$ cat src/prbs_ctl_pkg.sv
// Constants and types shared by the pattern checker and generator control
package prbs_ctl_pkg;
	localparam logic [7:0] ADDR_CHK_CFG = 8'h50;
	localparam logic [7:0] ADDR_CHK_CTRL = 8'h51;
	localparam logic [7:0] ADDR_GEN_CTRL = 8'h52;
	localparam logic [7:0] ADDR_ERR_COUNT = 8'h5e;
	localparam logic [7:0] ADDR_CHK_STATUS = 8'h5f;

	localparam logic [15:0] CHK_CFG_RST = 16'h0003;
	localparam logic [15:0] CHK_CTRL_RST = 16'h0000;
	// Rate field comes up on a reserved code, so the effective rate holds its own reset
	localparam logic [15:0] GEN_CTRL_RST = 16'h0106;
	localparam logic [2:0] GEN_RATE_RST = 3'h0;

	// Field positions
	localparam int PHASE_LSB = 13;
	localparam int CHK_INV_BIT = 12;
	localparam int PRESCALE_LSB = 8;
	localparam int INTERVAL_LSB = 0;
	localparam int TIMED_BIT = 8;
	localparam int START_BIT = 0;
	localparam int GEN_ON_BIT = 9;
	localparam int GEN_SEL_BIT = 8;
	localparam int GEN_SRC_LSB = 6;
	localparam int GEN_DIV_LSB = 4;
	localparam int GEN_INV_BIT = 3;
	localparam int GEN_RATE_LSB = 0;

	localparam logic [1:0] SRC_VCO = 2'h0;
	localparam logic [1:0] SRC_RECOVERED = 2'h3;
	localparam logic [3:0] PRESCALE_MAX_CODE = 4'h9;
	localparam logic [10:0] PRESCALE_BASE = 11'h004;
	localparam logic [2:0] RATE_MIN = 3'h1;
	localparam logic [2:0] RATE_MAX = 3'h4;

	typedef enum logic [1:0] {CHK_IDLE, CHK_RUN, CHK_WAIT_ACK} chk_state_t;
endpackage : prbs_ctl_pkg

$ cat src/gen_if.sv
// Control and data bundle between the control block and the generator core
`timescale 1ns/1ps
interface gen_if;
	logic tick;
	logic on;
	logic prbs_sel;
	logic [1:0] divide;
	logic invert;
	logic data;
	modport ctrl (output tick, output on, output prbs_sel, output divide, output invert, input data);
	modport core (input tick, input on, input prbs_sel, input divide, input invert, output data);
endinterface : gen_if

$ cat src/prbs_check_gen_control.sv
// Pattern checker and generator control with register file
`timescale 1ns/1ps
// Behaviour
// RULE_01: Checker sample phase 0/90/180/270 by field.
// RULE_02: Invert bit complements data into checker.
// RULE_03: Timer prescale is 4 shifted by code. Codes above 9 use the code 9 prescale.
// RULE_04: Interval count times prescale sets run length. An interval of 0 runs for one prescale period.
// RULE_05: Mode bit: 0 continuous, 1 timed.
// RULE_06: Host writes start 1 to begin run.
// RULE_07: Host clearing start acknowledges the result.
// RULE_08: Lock loss aborts run, then awaits acknowledge.
// RULE_09: Generator runs only while enable bit set.
// RULE_10: Generator never overrides sleep, mute, disable.
// RULE_11: Select bit: 1 PRBS7, 0 divided clock.
// RULE_12: Source 0 oscillator, 3 recovered, others reserved.
// RULE_13: Divided clock ratio 2, 4, 8, 16.
// RULE_14: Generator invert bit complements output.
// RULE_15: Host keeps reserved bits unchanged on write.
// RULE_16: Rate field 1..4 sets rate off recovered.
// RULE_17: Recovered source or lock forces loop rate.
// RULE_18: PRBS7 x^7+x^6+1; checker counts mismatches.
module prbs_check_gen_control (
	input wire logic i_clk,
	input wire logic i_rst_b,
	input wire logic i_ce,
	input wire logic i_reg_wr,
	input wire logic i_reg_rd,
	input wire logic [7:0] i_reg_addr,
	input wire logic [15:0] i_reg_wdata,
	output logic [15:0] o_reg_rdata,
	input wire logic [3:0] i_rx_phase,
	input wire logic i_cdr_locked,
	input wire logic [2:0] i_cdr_rate,
	input wire logic i_vco_tick,
	input wire logic i_rec_tick,
	input wire logic i_out_suppressed,
	output logic o_chk_running,
	output logic o_chk_done,
	output logic o_gen_data,
	output logic o_gen_drive,
	output logic [2:0] o_gen_rate
);
	import prbs_ctl_pkg::*;

	typedef struct packed {
		logic [15:0] chk_cfg;
		logic [15:0] chk_ctrl;
		logic [15:0] gen_ctrl;
		chk_state_t st;
		logic [10:0] pre_cnt;
		logic [7:0] int_cnt;
		logic [6:0] chk_sr;
		logic chk_bit;
		logic chk_bit_ok;
		logic [15:0] err_cnt;
		logic aborted;
		logic [15:0] rdata;
		logic [2:0] rate;
		logic drive;
		logic running;
		logic done;
	} ctl_state_t;

	ctl_state_t s;
	ctl_state_t next_s;
	gen_if gif ();

	logic [1:0] phase;
	logic [3:0] pre_code;
	logic [10:0] pre_lim;
	logic pre_tick;
	logic timed;
	logic start;
	logic counting;
	logic mismatch;
	logic [1:0] src;
	logic [2:0] rate_field;

	prbs_gen_core u_gen (
		.i_clk(i_clk),
		.i_rst_b(i_rst_b),
		.i_ce(i_ce),
		.g(gif)
	);

	function automatic logic [10:0] prescale_limit(input logic [3:0] code);
		logic [3:0] c;
		c = (code > PRESCALE_MAX_CODE) ? PRESCALE_MAX_CODE : code;
		return (PRESCALE_BASE << c) - 11'h001;
	endfunction : prescale_limit

	always_comb begin
		phase = s.chk_cfg[PHASE_LSB +: 2];
		pre_code = s.chk_cfg[PRESCALE_LSB +: 4];
		pre_lim = prescale_limit(pre_code); // RULE_03
		pre_tick = (s.st == CHK_RUN) && (s.pre_cnt == pre_lim);
		timed = s.chk_ctrl[TIMED_BIT];
		start = s.chk_ctrl[START_BIT];
		src = s.gen_ctrl[GEN_SRC_LSB +: 2];
		rate_field = s.gen_ctrl[GEN_RATE_LSB +: 3];
		// Continuous mode counts whenever locked; timed only inside a run
		counting = timed ? (s.st == CHK_RUN) : i_cdr_locked; // RULE_05
		mismatch = s.chk_bit_ok && (s.chk_bit != (s.chk_sr[6] ^ s.chk_sr[5])); // RULE_18
	end

	always_comb begin
		next_s = s;
		if (i_reg_wr) begin
			unique case (i_reg_addr)
				ADDR_CHK_CFG: next_s.chk_cfg = i_reg_wdata;
				ADDR_CHK_CTRL: next_s.chk_ctrl = i_reg_wdata;
				ADDR_GEN_CTRL: next_s.gen_ctrl = i_reg_wdata;
				ADDR_ERR_COUNT: next_s.err_cnt = 16'h0000;
				default: ;
			endcase
		end
		if (i_reg_rd) begin
			unique case (i_reg_addr)
				ADDR_CHK_CFG: next_s.rdata = s.chk_cfg;
				ADDR_CHK_CTRL: next_s.rdata = s.chk_ctrl;
				ADDR_GEN_CTRL: next_s.rdata = s.gen_ctrl;
				ADDR_ERR_COUNT: next_s.rdata = s.err_cnt;
				ADDR_CHK_STATUS: next_s.rdata = {12'h000, i_cdr_locked, s.aborted,
					s.st == CHK_WAIT_ACK, s.st == CHK_RUN};
				default: next_s.rdata = 16'h0000;
			endcase
		end

		// Checker front end
		next_s.chk_bit = i_rx_phase[phase] ^ s.chk_cfg[CHK_INV_BIT]; // RULE_01 RULE_02
		next_s.chk_sr = {s.chk_sr[5:0], s.chk_bit};
		next_s.chk_bit_ok = 1'b1;
		// Error counter saturates and does not wrap
		if (counting && mismatch && (s.err_cnt != 16'hffff)) begin // RULE_18
			next_s.err_cnt = s.err_cnt + 16'h0001;
		end

		unique case (s.st)
			CHK_IDLE: begin
				if (timed && start) begin // RULE_06 RULE_05
					next_s.st = CHK_RUN;
					next_s.pre_cnt = 11'h000;
					next_s.int_cnt = s.chk_cfg[INTERVAL_LSB +: 8];
					next_s.err_cnt = 16'h0000;
					next_s.aborted = 1'b0;
				end
			end
			CHK_RUN: begin
				if (!i_cdr_locked) begin // RULE_08
					next_s.st = CHK_WAIT_ACK;
					next_s.aborted = 1'b1;
				end else if (!start) begin
					next_s.st = CHK_IDLE;
				end else if (pre_tick) begin
					next_s.pre_cnt = 11'h000;
					// Interval of zero ends after one prescale period
					if (s.int_cnt <= 8'h01) begin // RULE_04
						next_s.st = CHK_WAIT_ACK;
					end else begin
						next_s.int_cnt = s.int_cnt - 8'h01;
					end
				end else begin
					next_s.pre_cnt = s.pre_cnt + 11'h001;
				end
			end
			CHK_WAIT_ACK: begin
				if (!start) begin // RULE_07
					next_s.st = CHK_IDLE;
				end
			end
			default: next_s.st = CHK_IDLE;
		endcase

		// Reserved rate codes leave the last good rate in place
		if ((src == SRC_RECOVERED) || i_cdr_locked) begin // RULE_17
			next_s.rate = i_cdr_rate;
		end else if ((rate_field >= RATE_MIN) && (rate_field <= RATE_MAX)) begin // RULE_16
			next_s.rate = rate_field;
		end
		// Sleep, mute and disable logic outside still gates the driver
		next_s.drive = s.gen_ctrl[GEN_ON_BIT] && !i_out_suppressed; // RULE_10
		// Status copies registered so the pins come straight off flops
		next_s.running = (next_s.st == CHK_RUN);
		next_s.done = (next_s.st == CHK_WAIT_ACK);
	end

	always_ff @(posedge i_clk or negedge i_rst_b) begin
		if (!i_rst_b) begin
			s <= '{chk_cfg: CHK_CFG_RST, chk_ctrl: CHK_CTRL_RST, gen_ctrl: GEN_CTRL_RST,
				st: CHK_IDLE, pre_cnt: 11'h000, int_cnt: 8'h00, chk_sr: 7'h00,
				chk_bit: 1'b0, chk_bit_ok: 1'b0, err_cnt: 16'h0000, aborted: 1'b0,
				rdata: 16'h0000, rate: GEN_RATE_RST, drive: 1'b0, running: 1'b0, done: 1'b0};
		end else if (i_ce) begin
			s <= next_s;
		end
	end

	always_comb begin
		gif.on = s.gen_ctrl[GEN_ON_BIT]; // RULE_09
		gif.prbs_sel = s.gen_ctrl[GEN_SEL_BIT];
		gif.divide = s.gen_ctrl[GEN_DIV_LSB +: 2];
		gif.invert = s.gen_ctrl[GEN_INV_BIT];
		// Reserved sources give no ticks, so the generator stalls
		gif.tick = ((src == SRC_VCO) && i_vco_tick) || ((src == SRC_RECOVERED) && i_rec_tick); // RULE_12
	end

	assign o_reg_rdata = s.rdata;
	assign o_chk_running = s.running;
	assign o_chk_done = s.done;
	assign o_gen_data = gif.data;
	assign o_gen_drive = s.drive;
	assign o_gen_rate = s.rate;
endmodule : prbs_check_gen_control

$ cat src/prbs_gen_core.sv
// Pattern generator core: PRBS7 or divided source clock
`timescale 1ns/1ps
module prbs_gen_core (
	input wire logic i_clk,
	input wire logic i_rst_b,
	input wire logic i_ce,
	gen_if.core g
);
	import prbs_ctl_pkg::*;

	typedef struct packed {
		logic [6:0] lfsr;
		logic [3:0] div_cnt;
		logic data;
	} gen_state_t;

	gen_state_t s;
	gen_state_t next_s;
	logic fb;

	always_comb begin
		next_s = s;
		fb = s.lfsr[6] ^ s.lfsr[5];
		if (!g.on) begin // RULE_09
			next_s.data = 1'b0;
		end else if (g.tick) begin
			next_s.lfsr = {s.lfsr[5:0], fb}; // RULE_18
			next_s.div_cnt = s.div_cnt + 4'h1;
			if (g.prbs_sel) begin // RULE_11
				next_s.data = fb ^ g.invert; // RULE_14
			end else begin
				// Bit d of the counter has period 2^(d+1) ticks
				next_s.data = next_s.div_cnt[g.divide] ^ g.invert; // RULE_13
			end
		end
	end

	always_ff @(posedge i_clk or negedge i_rst_b) begin
		if (!i_rst_b) begin
			s <= '{lfsr: 7'h7f, div_cnt: 4'h0, data: 1'b0};
		end else if (i_ce) begin
			s <= next_s;
		end
	end

	assign g.data = s.data;
endmodule : prbs_gen_core

$ cat config.mk
export PLATFORM = sky130hd
export DESIGN_NAME = prbs_check_gen_control
export DESIGN_NICKNAME = d
export VERILOG_FILES = /design/src/prbs_ctl_pkg.sv /design/src/gen_if.sv /design/src/prbs_check_gen_control.sv /design/src/prbs_gen_core.sv
export SDC_FILE = /design/constraint.sdc
export NUM_CORES = 1
export LEC_CHECK = 0
export BUFFER_PORTS_ARGS = -buffer_cell sky130_fd_sc_hd__buf_2
export CORE_MARGIN = 2
export CORE_UTILIZATION = 60
export DETAILED_ROUTE_END_ITERATION = 16
export PLACE_DENSITY = 0.9
export REMOVE_ABC_BUFFERS = 1
export SLEW_MARGIN = 20
export SYNTH_ARGS = -nofsm -noshare
export SYNTH_HDL_FRONTEND = slang
export SYNTH_SLANG_ARGS = --single-unit
$ cat constraint.sdc
create_clock -name i_clk -period 3.1 [get_ports i_clk]
set_input_delay 0.93 -clock i_clk [delete_from_list [all_inputs] [get_ports i_clk]]
set_output_delay 0.93 -clock i_clk [all_outputs]
set_load 0.05 [all_outputs]
# After elaboration in Yosys (flattened, before gate mapping)
# Cells that the tools add are included.
[word_totals]
out_inout_bits = 23
ff_bits = 129
in_bits = 40
word_cells = 114
[classes]
n_mux = 32
bitwise_logic = 5
reduce_logical = 26
n_eq_ne = 20
shift = 1
n_addsub = 5
n_lt_le_gt_ge = 6
[ops]
columns = ["operator", "n"]
rows = [
  ["$pmux W16 S5", 1],
  ["$mux W16", 4],
  ["$eq A8 B7 Y1 const B", 5],
  ["$mux W19", 2],
  ["$pmux W19 S2", 1],
  ["$mux W21", 1],
  ["$mux W17", 1],
  ["$add A16 B1 Y16 const B", 1],
  ["$mux W8", 2],
  ["$ne A16 B16 Y1 const B", 1],
  ["$ne A2 B2 Y1 const B", 6],
  ["$reduce_and A3 Y1", 4],
  ["$add A11 B1 Y11 const B", 1],
  ["$eq A11 B11 Y1", 1],
  ["$mux W11", 1],
  ["$shl A3 B4 Y11 const A", 1],
  ["$sub A11 B1 Y11 const B", 1],
  ["$mux W2", 5],
  ["$logic_and A1 B1 Y1", 9],
  ["$le A8 B1 Y1 const B", 1],
  ["$sub A8 B1 Y8 const B", 1],
  ["$mux W1", 7],
  ["$reduce_and A7 Y1", 1],
  ["$eq A2 B2 Y1 const B", 3],
  ["other kinds (21)", 34],
]

# Logic depth before layout (Yosys ltp)
# Gate-level depths: netlist (run 1).
[depth]
word_depth = 11
mapped_depth = 12
depth_no_buf = 9

# Hierarchy
# A second synthesis (run 1) with hierarchy kept.
[hier_totals]
cells_unflattened = 642
hier_area_um2 = 6744.0
[by_module_without_submodules]
columns = ["mod", "cells_per_inst", "instances", "area_per_inst_um2", "seq_area_each_um2"]
rows = [
  ["prbs_check_gen_control", 596, 1, 6180.9, 2934.1],
  ["prbs_gen_core", 46, 1, 563.0, 309.0],
]

# Least setup slack after synthesis (run 1)
# OpenSTA, ideal clock, no wires.
[synth_path]
path_kind = "reg2reg"
from = "register s, in the netlist pre_code[3]"
to = "register s[55] (netlist bit)"
stages_incl_launch_ff = 11
t_required_ns = 2.972
setup_time_ns = 0.128
period_less_slack_ns = 2.783
t_arrival_ns = 2.656
setup_slack_ns = 0.317
n_path_buf = 1
cell_sequence = "dfrtp_1 buf_2 nor2_1 nand3b_1 ha_1 xor2_1 o2111ai_1 or4_4 nor3_4 o21a_2 mux2_1"
[synth_via]
elab_chain_len = 8
[synth_rtl]
columns = ["item", "line", "text"]
rows = [
  ["from (decl)", "prbs_check_gen_control.sv:64", "ctl_state_t s;"],
  ["from (signal assigned)", "prbs_check_gen_control.sv:189", "s <= '{chk_cfg: CHK_CFG_RST, chk_ctrl: CHK_CTRL_RST, gen_ctrl: GEN_CTRL_RST,"],
  ["from (signal assigned)", "prbs_check_gen_control.sv:194", "s <= next_s;"],
  ["$gt A4 B4 Y1", "prbs_check_gen_control.sv:88", "c = (code > PRESCALE_MAX_CODE) ? PRESCALE_MAX_CODE : code;"],
  ["$mux W4 *", "prbs_check_gen_control.sv:88", ""],
  ["$shl A3 B4 Y11 *", "prbs_check_gen_control.sv:89", "return (PRESCALE_BASE << c) - 11'h001;"],
  ["$sub A11 B1 Y11 *", "prbs_check_gen_control.sv:89", ""],
  ["$eq A11 B11 Y1 *", "prbs_check_gen_control.sv:96", "pre_tick = (s.st == CHK_RUN) && (s.pre_cnt == pre_lim);"],
  ["$logic_and A1 B1 Y1 *", "prbs_check_gen_control.sv:96", ""],
  ["$ne A2 B2 Y1 (no source line) *", "--", ""],
  ["$reduce_and A7 Y1 (no source line) *", "--", ""],
]
# Every way passes the cells marked *; elsewhere a longest branch is shown, timed or not.
# A chain may end at the register's enable or synchronous reset.

# Worst setup path in the final report (run 1)
[layout_path]
from = "register s, in the netlist pre_code[1]"
to = "register s[67] (netlist bit)"
[layout_via]
elab_chain_len = 10
[layout_rtl]
columns = ["item", "line", "text"]
rows = [
  ["$gt A4 B4 Y1", "prbs_check_gen_control.sv:88", ""],
  ["$mux W4 *", "prbs_check_gen_control.sv:88", ""],
  ["$shl A3 B4 Y11 *", "prbs_check_gen_control.sv:89", ""],
  ["$sub A11 B1 Y11 *", "prbs_check_gen_control.sv:89", ""],
  ["$eq A11 B11 Y1 *", "prbs_check_gen_control.sv:96", ""],
  ["$logic_and A1 B1 Y1 *", "prbs_check_gen_control.sv:96", ""],
  ["$mux W2 *", "prbs_check_gen_control.sv:154", "end else if (pre_tick) begin"],
  ["$mux W2 *", "prbs_check_gen_control.sv:152", "end else if (!start) begin"],
  ["$mux W2 *", "prbs_check_gen_control.sv:149", "if (!i_cdr_locked) begin"],
  ["$pmux W2 S3 *", "prbs_check_gen_control.sv:138", "unique case (s.st)"],
]
# Marked as above.

==> reports/results.ini, run 1 <==
[global_route]
grt_max_degree=51
antenna_found_initial=0
grt_pass1_vias=5543
globalRoute.totalOverflow=0
grt_use_total_pct=28.26
grt_pass1_wl_um=28060

[final_layout]
area_growth_pct=14.13
fillers=785
final_common_cell=dfrtp_1
antenna_cells=0
layout.nets=765
final_cell_mix=dfrtp_1, nand2_1, buf_2, mux2_2, o21ai_0
layout-drive-gt1-share_pct=28.28

[placed_design]
portBuffers=62
gp_congestion=0.8900
pre_cts_slack_ps=216.4
hpwl_um=11810

[power]
power.share.clock_pct=46.4
powerDensity_nw_per_um2=530.3
combPwrFrac_pct=9.8
p_total_w=0.004165
ir_drop_uv=311.0
p_sw_share_pct=25.73
p_int_w=0.003093
power_switching_w=0.001072
seqPwrFrac_pct=43.8
p_leak_nw=3.580

[detailed_routing]
routed_via_density=6.374
drt_iter0_drc=589
dr_total_vias=5577
drc=0
antenna_left=0
dr.pass1.iters=5
avgRoutedWirePerCell_um=19.47
wl_um=17030

[hold_path]
hold_path.class=flop to flop

[sta]
fmax_mhz=343.4
layout_min_cycle_time_ps=2912
fin_setup_tns_ps=0
finalHoldViolCount=0
finClkSkew_ps=8.124
drv_slew=0
setup-violations-final=0
rsz0062_at_grt=no
timing.final.crit_share_pct=93.94
tightest_slew_ps=730.4
whs_ps=471.9
finalWorstSetupSlack_ps=188.0
max_slew_margin_pct=51.25

[synth]
yosysUniqueCellTypes=71
ys.flop_type=dfrtp_1
synth_cells=670
synth_seq_area_share_pct=47.13
synth-edff-count=0
synth_warnings=0
synth.avg_cell_area_um2=10.27
syn_area_um2=6882
synthArstFlopShare_pct=100.0
synth-seq-cells=129

[worst_setup_path]
worst-path-buf-inv=1
path_cells=nor2_1, nand2_1, ha_1, xor2_1, o2111ai_1, or4_4, nor3_4, buf_4, nand2_2, a221o_1
cp.arrival_ps=3220
critPathSlowestCell=or4_4
cp-end-kind=flop
critical_path_class=flop to flop
required_ps=3400
path_delay_family=simple AND/OR/NAND/NOR gates
cp_max_fo=12
worstSetupStartpointType=flop
max_stage_delay_ps=590

[cts]
tritoncts=yes
clk-insertion-delay-late_ps=420
clk_path_buf_depth=2
clock_tree.root_cell=clkbuf_16
cts_buffers=17
cts_sinks=129
cts.clk_slew.worst_paths_ps=60
htreeDepth=4
ctsHoldBuffers=0
cts_setup_buffers=0
ctsResizeCount=0

[die]
floorplan.initialDensity_pct=60.79
die_y_um=111.1
io_pins=63
die_w_um=111.1
die_area_um2=12340
rows=39
core_area_um2=11320

[job]
cap_violations=0

[outcome]
status=complete, no violations

==> tightest hold or removal path: cells and delay by family, from the launching register on <==
family             cells  cell delay [ps]
DFF                    1              330
AOI/OAI and AO/OA      1               60
and+or+nand+nor        1               50
==> logic make-up after synthesis <==
family,count (synthesis),share of synthesized area (%)
AOI/OAI and AO/OA,154,14.76
xor gates and xnor gates,22,3.018
adders and majority gates,6,1.091
buffers and inverters,62,4.655
DFF,129,47.13
muxes,87,14.16
and+or+nand+nor,210,15.18
==> cell type report <==
type	count	area, um2	area share (%)
clock buffer	21	470.5	5.990
tap	143	178.9	2.278
timing repair buffer	84	503.0	6.404
inverter	8	30.03	0.3823
clock inverter	11	106.4	1.354
multi-input combinational	479	3321	42.28
sequential	129	3244	41.31
==> per-stage QoR <==
step / instances / instance area (um2) / utilization [%]
6_report: 875 / 7854 / 69.37
2_1_floorplan: 616 / 6591 / -
4_1_cts: 875 / 7850 / 69.34
3_5_place_dp: 843 / 7273 / 64.25
5_1_grt: 875 / 7854 / 69.37
3_3_place_gp: 843 / 7273 / 64.25
==> synthesized netlist by cell type, types with 3 or more instances <==
master	instances	area, um2
dfrtp_1	117	2928
nand2_1	83	311.6
mux2_2	60	675.7
o21ai_0	45	225.2
nor2_1	38	142.6
clkbuf_1	24	90.09
a31oi_1	23	143.9
mux2i_1	22	220.2
a21oi_1	19	95.09
buf_4	19	142.6
a22oi_1	15	112.6
nand3_1	15	75.07
dfstp_2	12	315.3
xnor2_1	12	105.1
nor3_1	11	55.05
and3_1	10	62.56
nand2b_1	9	56.30
xor2_1	9	78.83
inv_1	8	30.03
buf_2	7	35.03
nand4_1	7	43.79
a21o_1	6	45.04
ha_1	6	75.07
nor2b_1	6	37.54
a22o_1	5	43.79
o31ai_1	5	37.54
and2_1	4	25.02
nor4_1	4	25.02
a211oi_1	3	22.52
a41oi_1	3	26.28
buf_1	3	11.26
mux2_1	3	33.78
nor3_2	3	30.03
nor3b_1	3	22.52
or3_1	3	18.77
==> sequential cells by signal, summed over array words and instances, names as in the netlist <==
name and count:
pre_code 4, o_gen_rate 3, u_gen.g.data 1, next_s 7, rate_field 3, gif.prbs_sel 1, gif.divide 2, o_chk_running 1
o_chk_done 1, s 74, o_reg_rdata 16, phase 2, o_gen_drive 1, gif.invert 1, gif.on 1, u_gen.s 11
==> power by group through the flow <==
stage | logic, W | clock network, W | registers (W)
finish | 0.000408 | 0.00193 | 0.00182
floorplan | 0.000205 | 0 | 0.00185
detailed placement | 0.000402 | 0 | 0.00185
global placement | 0.000388 | 0 | 0.00184
global route | 0.000443 | 0.00202 | 0.00183
CTS | 0.000407 | 0.00194 | 0.00182
==> path summary, 6_finish.rpt <==
kind	startpoint	endpoint	slack, ps	depth (start not counted)
max	pre_code[1]	s[67]	190	10
min	o_reg_rdata[9]	o_reg_rdata[9]	470	2
max reg2reg	pre_code[1]	s[67]	190	10
min reg2reg	o_reg_rdata[9]	o_reg_rdata[9]	470	2
max in group asynchronous	i_rst_b	u_gen.s[7]	1810	2
min in group asynchronous	i_rst_b	s[87]	540	1
==> routing by layer <==
metal	vias to the layer above	global-route usage, %	wire (um)
li1	2518	-	-
met1	2752	37.12	6937
met2	266	46.54	8229
met3	41	6.069	1424
met4	0	10.45	440
met5	-	0	0
Note: power is estimated with default switching activity, not from simulation.
==> run 2, diff against run 1 <==
--- a/config.mk
+++ b/config.mk
@@ -5,9 +5,11 @@
 export SDC_FILE = /design/constraint.sdc
 export NUM_CORES = 1
 export LEC_CHECK = 0
+export ABC_AREA = 1
 export BUFFER_PORTS_ARGS = -buffer_cell sky130_fd_sc_hd__buf_2
 export CORE_MARGIN = 2
 export CORE_UTILIZATION = 60
+export CTS_CLUSTER_SIZE = 14
 export DETAILED_ROUTE_END_ITERATION = 16
 export PLACE_DENSITY = 0.9
 export REMOVE_ABC_BUFFERS = 1
==> reports/results.ini, run 2 <==
[outcome]
status=complete, no violations

[sta]
fin_setup_tns_ps=0
max_slew_margin_pct=65.12
fmax_mhz=398.5
whs_ps=460.3
layout_min_cycle_time_ps=2510
finalHoldViolCount=0
tightest_slew_ps=522.6
setup-violations-final=0
timing.final.crit_share_pct=80.96
drv_slew=0
finClkSkew_ps=7.937
rsz0062_at_grt=no

[synth]
synth.avg_cell_area_um2=7.719
synth_top_area_share_pct=43.30
synth_cells=876
syn_area_um2=6761
synth_top_family_by_area=simple AND/OR/NAND/NOR gates
yosysTopAreaCell=dfrtp_1
synthArstFlopShare_pct=100.0
ys.flop_type=dfrtp_1
synth-simple-area-share_pct=25.06
synth_warnings=0
synth_xor_xnor_area_share_pct=1.813
synth_most_common_cell=nand2_1
synth-edff-count=0
yosysUniqueCellTypes=43
synthAdderAreaFrac_pct=1.110
synth_seq_area_share_pct=47.96
yosys-top-cells-count=nand2_1, dfrtp_1, o21ai_0
synth_area_leaders=dfrtp_1, nand2_1, o21ai_0, inv_1, dfstp_2
synthMuxAreaShare_pct=0
synth-seq-cells=129
synth_compound_area_share_pct=14.95

[worst_setup_path]
cp_max_fo=8
cp-end-kind=flop
max_stage_delay_ps=490
critical_path_class=flop to flop
worst-path-buf-inv=0
worstSetupStartpointType=flop
r2r_slack_ps=590
cp.arrival_ps=2820
worstSetupStartpoint=pre_code[3]
path_cells=nor2_2, nand3_1, ha_1, nand2_1, nand2_1, nand3_1, nand2_1, nor2_1, nand2_1, nor2_1, nand2_1, nand2_1, nand2_2, nor2_4, o21ai_0, nand2_1, o21ai_1
path_delay_family=simple AND/OR/NAND/NOR gates
critPathSlowestCell=dfrtp_1
required_ps=3410
crit_top_cell=nand2_1
rr_startpoint=pre_code[3]

[placed_design]
dpl_cell_area_um2=7138
dp.cells=1051
gp_congestion=0.9484
portBuffers=62
hpwl_um=12470

[detailed_routing]
antenna_left=0
avgRoutedWirePerCell_um=16.30
routed_via_density=5.816
dr_total_vias=6293
drc=0
dr.pass1.iters=6
wl_um=17640
drt_iter0_drc=675

[cts]
htreeDepth=4
ctsResizeCount=0
cts_sinks=129
clock_tree.root_cell=clkbuf_16
clk_path_buf_depth=2
tritoncts=yes
cts_buffers=17
clk-insertion-delay-late_ps=430
cts_setup_buffers=0
ctsHoldBuffers=0
cts.clk_slew.worst_paths_ps=60

[power]
powerDensity_nw_per_um2=579.3
p_leak_nw=3.734
ir_drop_uv=421.2

[global_route]
antenna_found_initial=0
grt_max_degree=74
globalRoute.totalOverflow=0
grt_pass1_wl_um=28610
grt_pass1_vias=5890
grt_use_total_pct=31.41

[final_layout]
largest_reg_flops=74
stdcell_count=1082
final_cell_mix=nand2_1, dfrtp_1, o21ai_0, inv_1, buf_2
layout-drive-gt1-share_pct=14.33
regMostFlops=s
final_area_um2=7756
layout.nets=976
final_common_cell=nand2_1
area_growth_pct=14.71
antenna_cells=0

[job]
cap_violations=0

[die]
floorplan.initialDensity_pct=61.83
die_y_um=110.2
core_area_um2=10940
die_w_um=110.2
io_pins=63
rows=38
die_area_um2=12130

[hold_path]
hold_path.class=primary input to async pin

==> run 2: cell type report <==
cell class              count  area [um2]
flip-flops and latches    129        3243
fillers                   847        3179
multi-input cells         603        2903
clock buffers              19       432.9
repair buffers             76       430.4
inverters                 103       386.6
clock inverters            12       185.2
well taps                 140       175.2
==> run 2: cell families (layout without fill, tap and decap cells) <==
logic type / Yosys count / in the layout
AOI/OAI and AO/OA: 178 / 178
xor gates and xnor gates: 14 / 14
adders and majority gates: 6 / 6
buffers and inverters: 144 / 210
DFF: 129 / 129
and+or+nand+nor: 405 / 405
==> run 2: final timing paths <==
check	end	depth (start not counted)
max	s[54]	17
min	s[59]	1
max reg2reg	s[54]	17
min reg2reg	u_gen.s[7]	2
max in group asynchronous	u_gen.s[7]	2
min in group i_clk	u_gen.s[7]	2
==> run 2: power breakdown <==
group          internal, W  switching [W]  leakage (nW)
combinational     0.000160       0.000329          1.75
sequential         0.00180       0.000100          1.68
clock              0.00135       0.000759         0.298
total              0.00330        0.00119          3.73
==> run 2: through the flow <==
step / setup WS [ps] / total power (W) / util, %
CTS: 626.0 / 0.004497 / 70.93
finish: 590.4 / 0.004493 / 70.93
global placement: 567.0 / 0.002379 / 65.27
floorplan: 693.0 / 0.002206 / -
global route: 268.6 / 0.004660 / 70.93
detailed placement: 498.2 / 0.002399 / 65.27
==> run 2: layer usage <==
layer	vias to the layer above	routed length [um]	track usage, %
met3	50	1687	7.525
met5	-	0	0
li1	2963	-	-
met1	2931	7180	41.89
met2	349	8168	49.30
met4	0	604	13.48
==> run 3, diff against run 2 <==
--- a/config.mk
+++ b/config.mk
@@ -5,7 +5,7 @@
 export SDC_FILE = /design/constraint.sdc
 export NUM_CORES = 1
 export LEC_CHECK = 0
-export ABC_AREA = 1
+export ABC_AREA = 0
 export BUFFER_PORTS_ARGS = -buffer_cell sky130_fd_sc_hd__buf_2
 export CORE_MARGIN = 2
 export CORE_UTILIZATION = 60
==> constraint.sdc (replaced) <==
create_clock -name i_clk -period 2.35 [get_ports i_clk]
set_input_delay 0.705 -clock i_clk [delete_from_list [all_inputs] [get_ports i_clk]]
set_output_delay 0.705 -clock i_clk [all_outputs]
set_load 0.05 [all_outputs]
==> reports/results.ini, run 3 (synthesis results as in run 1) <==
[final_layout]
final_common_cell=dfrtp_1
layout-drive-gt1-share_pct=34.32
largest_reg_flops=74
area_growth_pct=21.53
fillers=717
final_core_util_pct=73.87
regMostFlops=s
final_cell_mix=dfrtp_1, nand2_1, buf_2, mux2_2, buf_4
antenna_cells=0
layout.nets=808

[worst_setup_path]
worstSetupStartpointType=flop
r2r_slack_ps=-350
cp_max_fo=5
required_ps=2650
rr_startpoint=pre_code[3]
reg2reg_to=s[67]
rr_worst_depth=10
cp.arrival_ps=3000
critical_path_class=flop to flop
critical_path.endpoint=s[67]
cp-end-kind=flop
worstSetupStartpoint=pre_code[3]

[sta]
fin_setup_tns_ps=-5957
tightest_slew_ps=594.4
timing.final.crit_share_pct=114.7
finalWorstSetupSlack_ps=-345.3
layout_min_cycle_time_ps=2695
finalHoldViolCount=0
max_slew_margin_pct=60.37
fmax_mhz=371.0
setup-violations-final=23
drv_slew=0
rsz0062_at_grt=yes
finClkSkew_ps=6.122

[detailed_routing]
dr_total_vias=5862
wl_um=18220
drt_iter0_drc=577
routed_via_density=6.386
drc=0
dr.pass1.iters=5
antenna_left=0
avgRoutedWirePerCell_um=19.85

[die]
core_area_um2=11320
die_area_um2=12340
floorplan.initialDensity_pct=60.79
io_pins=63
rows=39
die_w_um=111.1
die_y_um=111.1

[cts]
clk-insertion-delay-late_ps=420
cts_buffers=17
htreeDepth=4
clk_path_buf_depth=2
cts.clk_slew.worst_paths_ps=60
cts_sinks=129
tritoncts=yes
clock_tree.root_cell=clkbuf_16

[placed_design]
pre_cts_slack_ps=-408.4
hpwl_um=12490
portBuffers=62
gp_congestion=0.9155

[power]
p_total_w=0.005629
p_leak_nw=3.861
ir_drop_uv=581.3
powerDensity_nw_per_um2=673.1

[global_route]
grt_use_total_pct=30.63
antenna_found_initial=0
globalRoute.totalOverflow=0
grt_pass1_wl_um=30200
grt_max_degree=49
grt_pass1_vias=5960

[outcome]
status=finished, violations left
violations=negative setup slack

[hold_path]
hold_path.class=primary input to async pin

[job]
cap_violations=0

-- run 3: cell types whose count changed in the layout (fill, tap and decap cells not counted), moves of 13 or more --
cell     delta
mux2i_1    +22
nand2_1   -187
buf_4      +41
nor2_1     -22
mux2_2     +60
inv_1      -87
nand3_1    -28
o21ai_0    -59
a31oi_1    +15
a22oi_1    +13
-- run 3: critical path, cell delays in order, from the launching register on --
cell and delay, ps:
dfrtp_1 420, nor2_4 160, nand3b_1 150, ha_4 210, nand2b_1 180, a32o_2 290, a221o_1 380, nor3_4 270
buf_12 160, nand2_4 50, a221o_1 300
-- run 3: layer usage --
layer | up-vias | routed length [um] | global-route usage, %
met4 | 0 | 653 | 13.58
met2 | 292 | 8990 | 49.82
met5 | - | 0 | 0
met1 | 2887 | 7173 | 39.54
li1 | 2604 | - | -
met3 | 79 | 1404 | 6.998
-- run 3: area by class of cell --
cell class                      count  area (um2)  share of cell area, %
Sequential cell                   129        3243                  38.78
Tap cell                          143       178.9                  2.139
Clock buffer                       17       425.4                  5.087
Multi-Input combinational cell    479        3426                  40.96
Clock inverter                     15       157.7                  1.885
Inverter                            8       30.03                 0.3591
Timing Repair Buffer              127       902.1                  10.79
-- run 3: metrics by stage --
stage | area, um2 | hold slack, ps | std cells
floorplan | 6591 | 409.4 | 616
global placement | 7596 | 452.0 | 881
detailed placement | 7596 | 456.3 | 881
CTS | 8248 | 158.0 | 917
global route | 8363 | 169.3 | 918
finish | 8363 | 162.3 | 918
-- run 3: repair_timing --
item,CTS,global route
gates cloned,1,0
setup endpoints to repair,23,25
gates resized for setup,4,27
hold buffers,0,0
pin swaps,6,7
setup buffers,3,2
-- run 3: worst min path at each step --
stage               startpoint            end  slack (ps)
floorplan              i_rst_b  gif.divide[0]         410
global placement         s[39]          s[39]         450
detailed placement       s[39]          s[39]         460
CTS                    i_rst_b          s[76]         160
global route           i_rst_b          s[76]         170
finish                 i_rst_b          s[92]         160
-- run 3: power by group --
| part | total (W) | switching [W] | internal [W] |
|---|---|---|---|
| Sequential | 0.00240 | 0.0000860 | 0.00232 |
| Combinational | 0.000602 | 0.000337 | 0.000265 |
| Clock | 0.00262 | 0.00105 | 0.00157 |
| Total | 0.00563 | 0.00148 | 0.00415 |
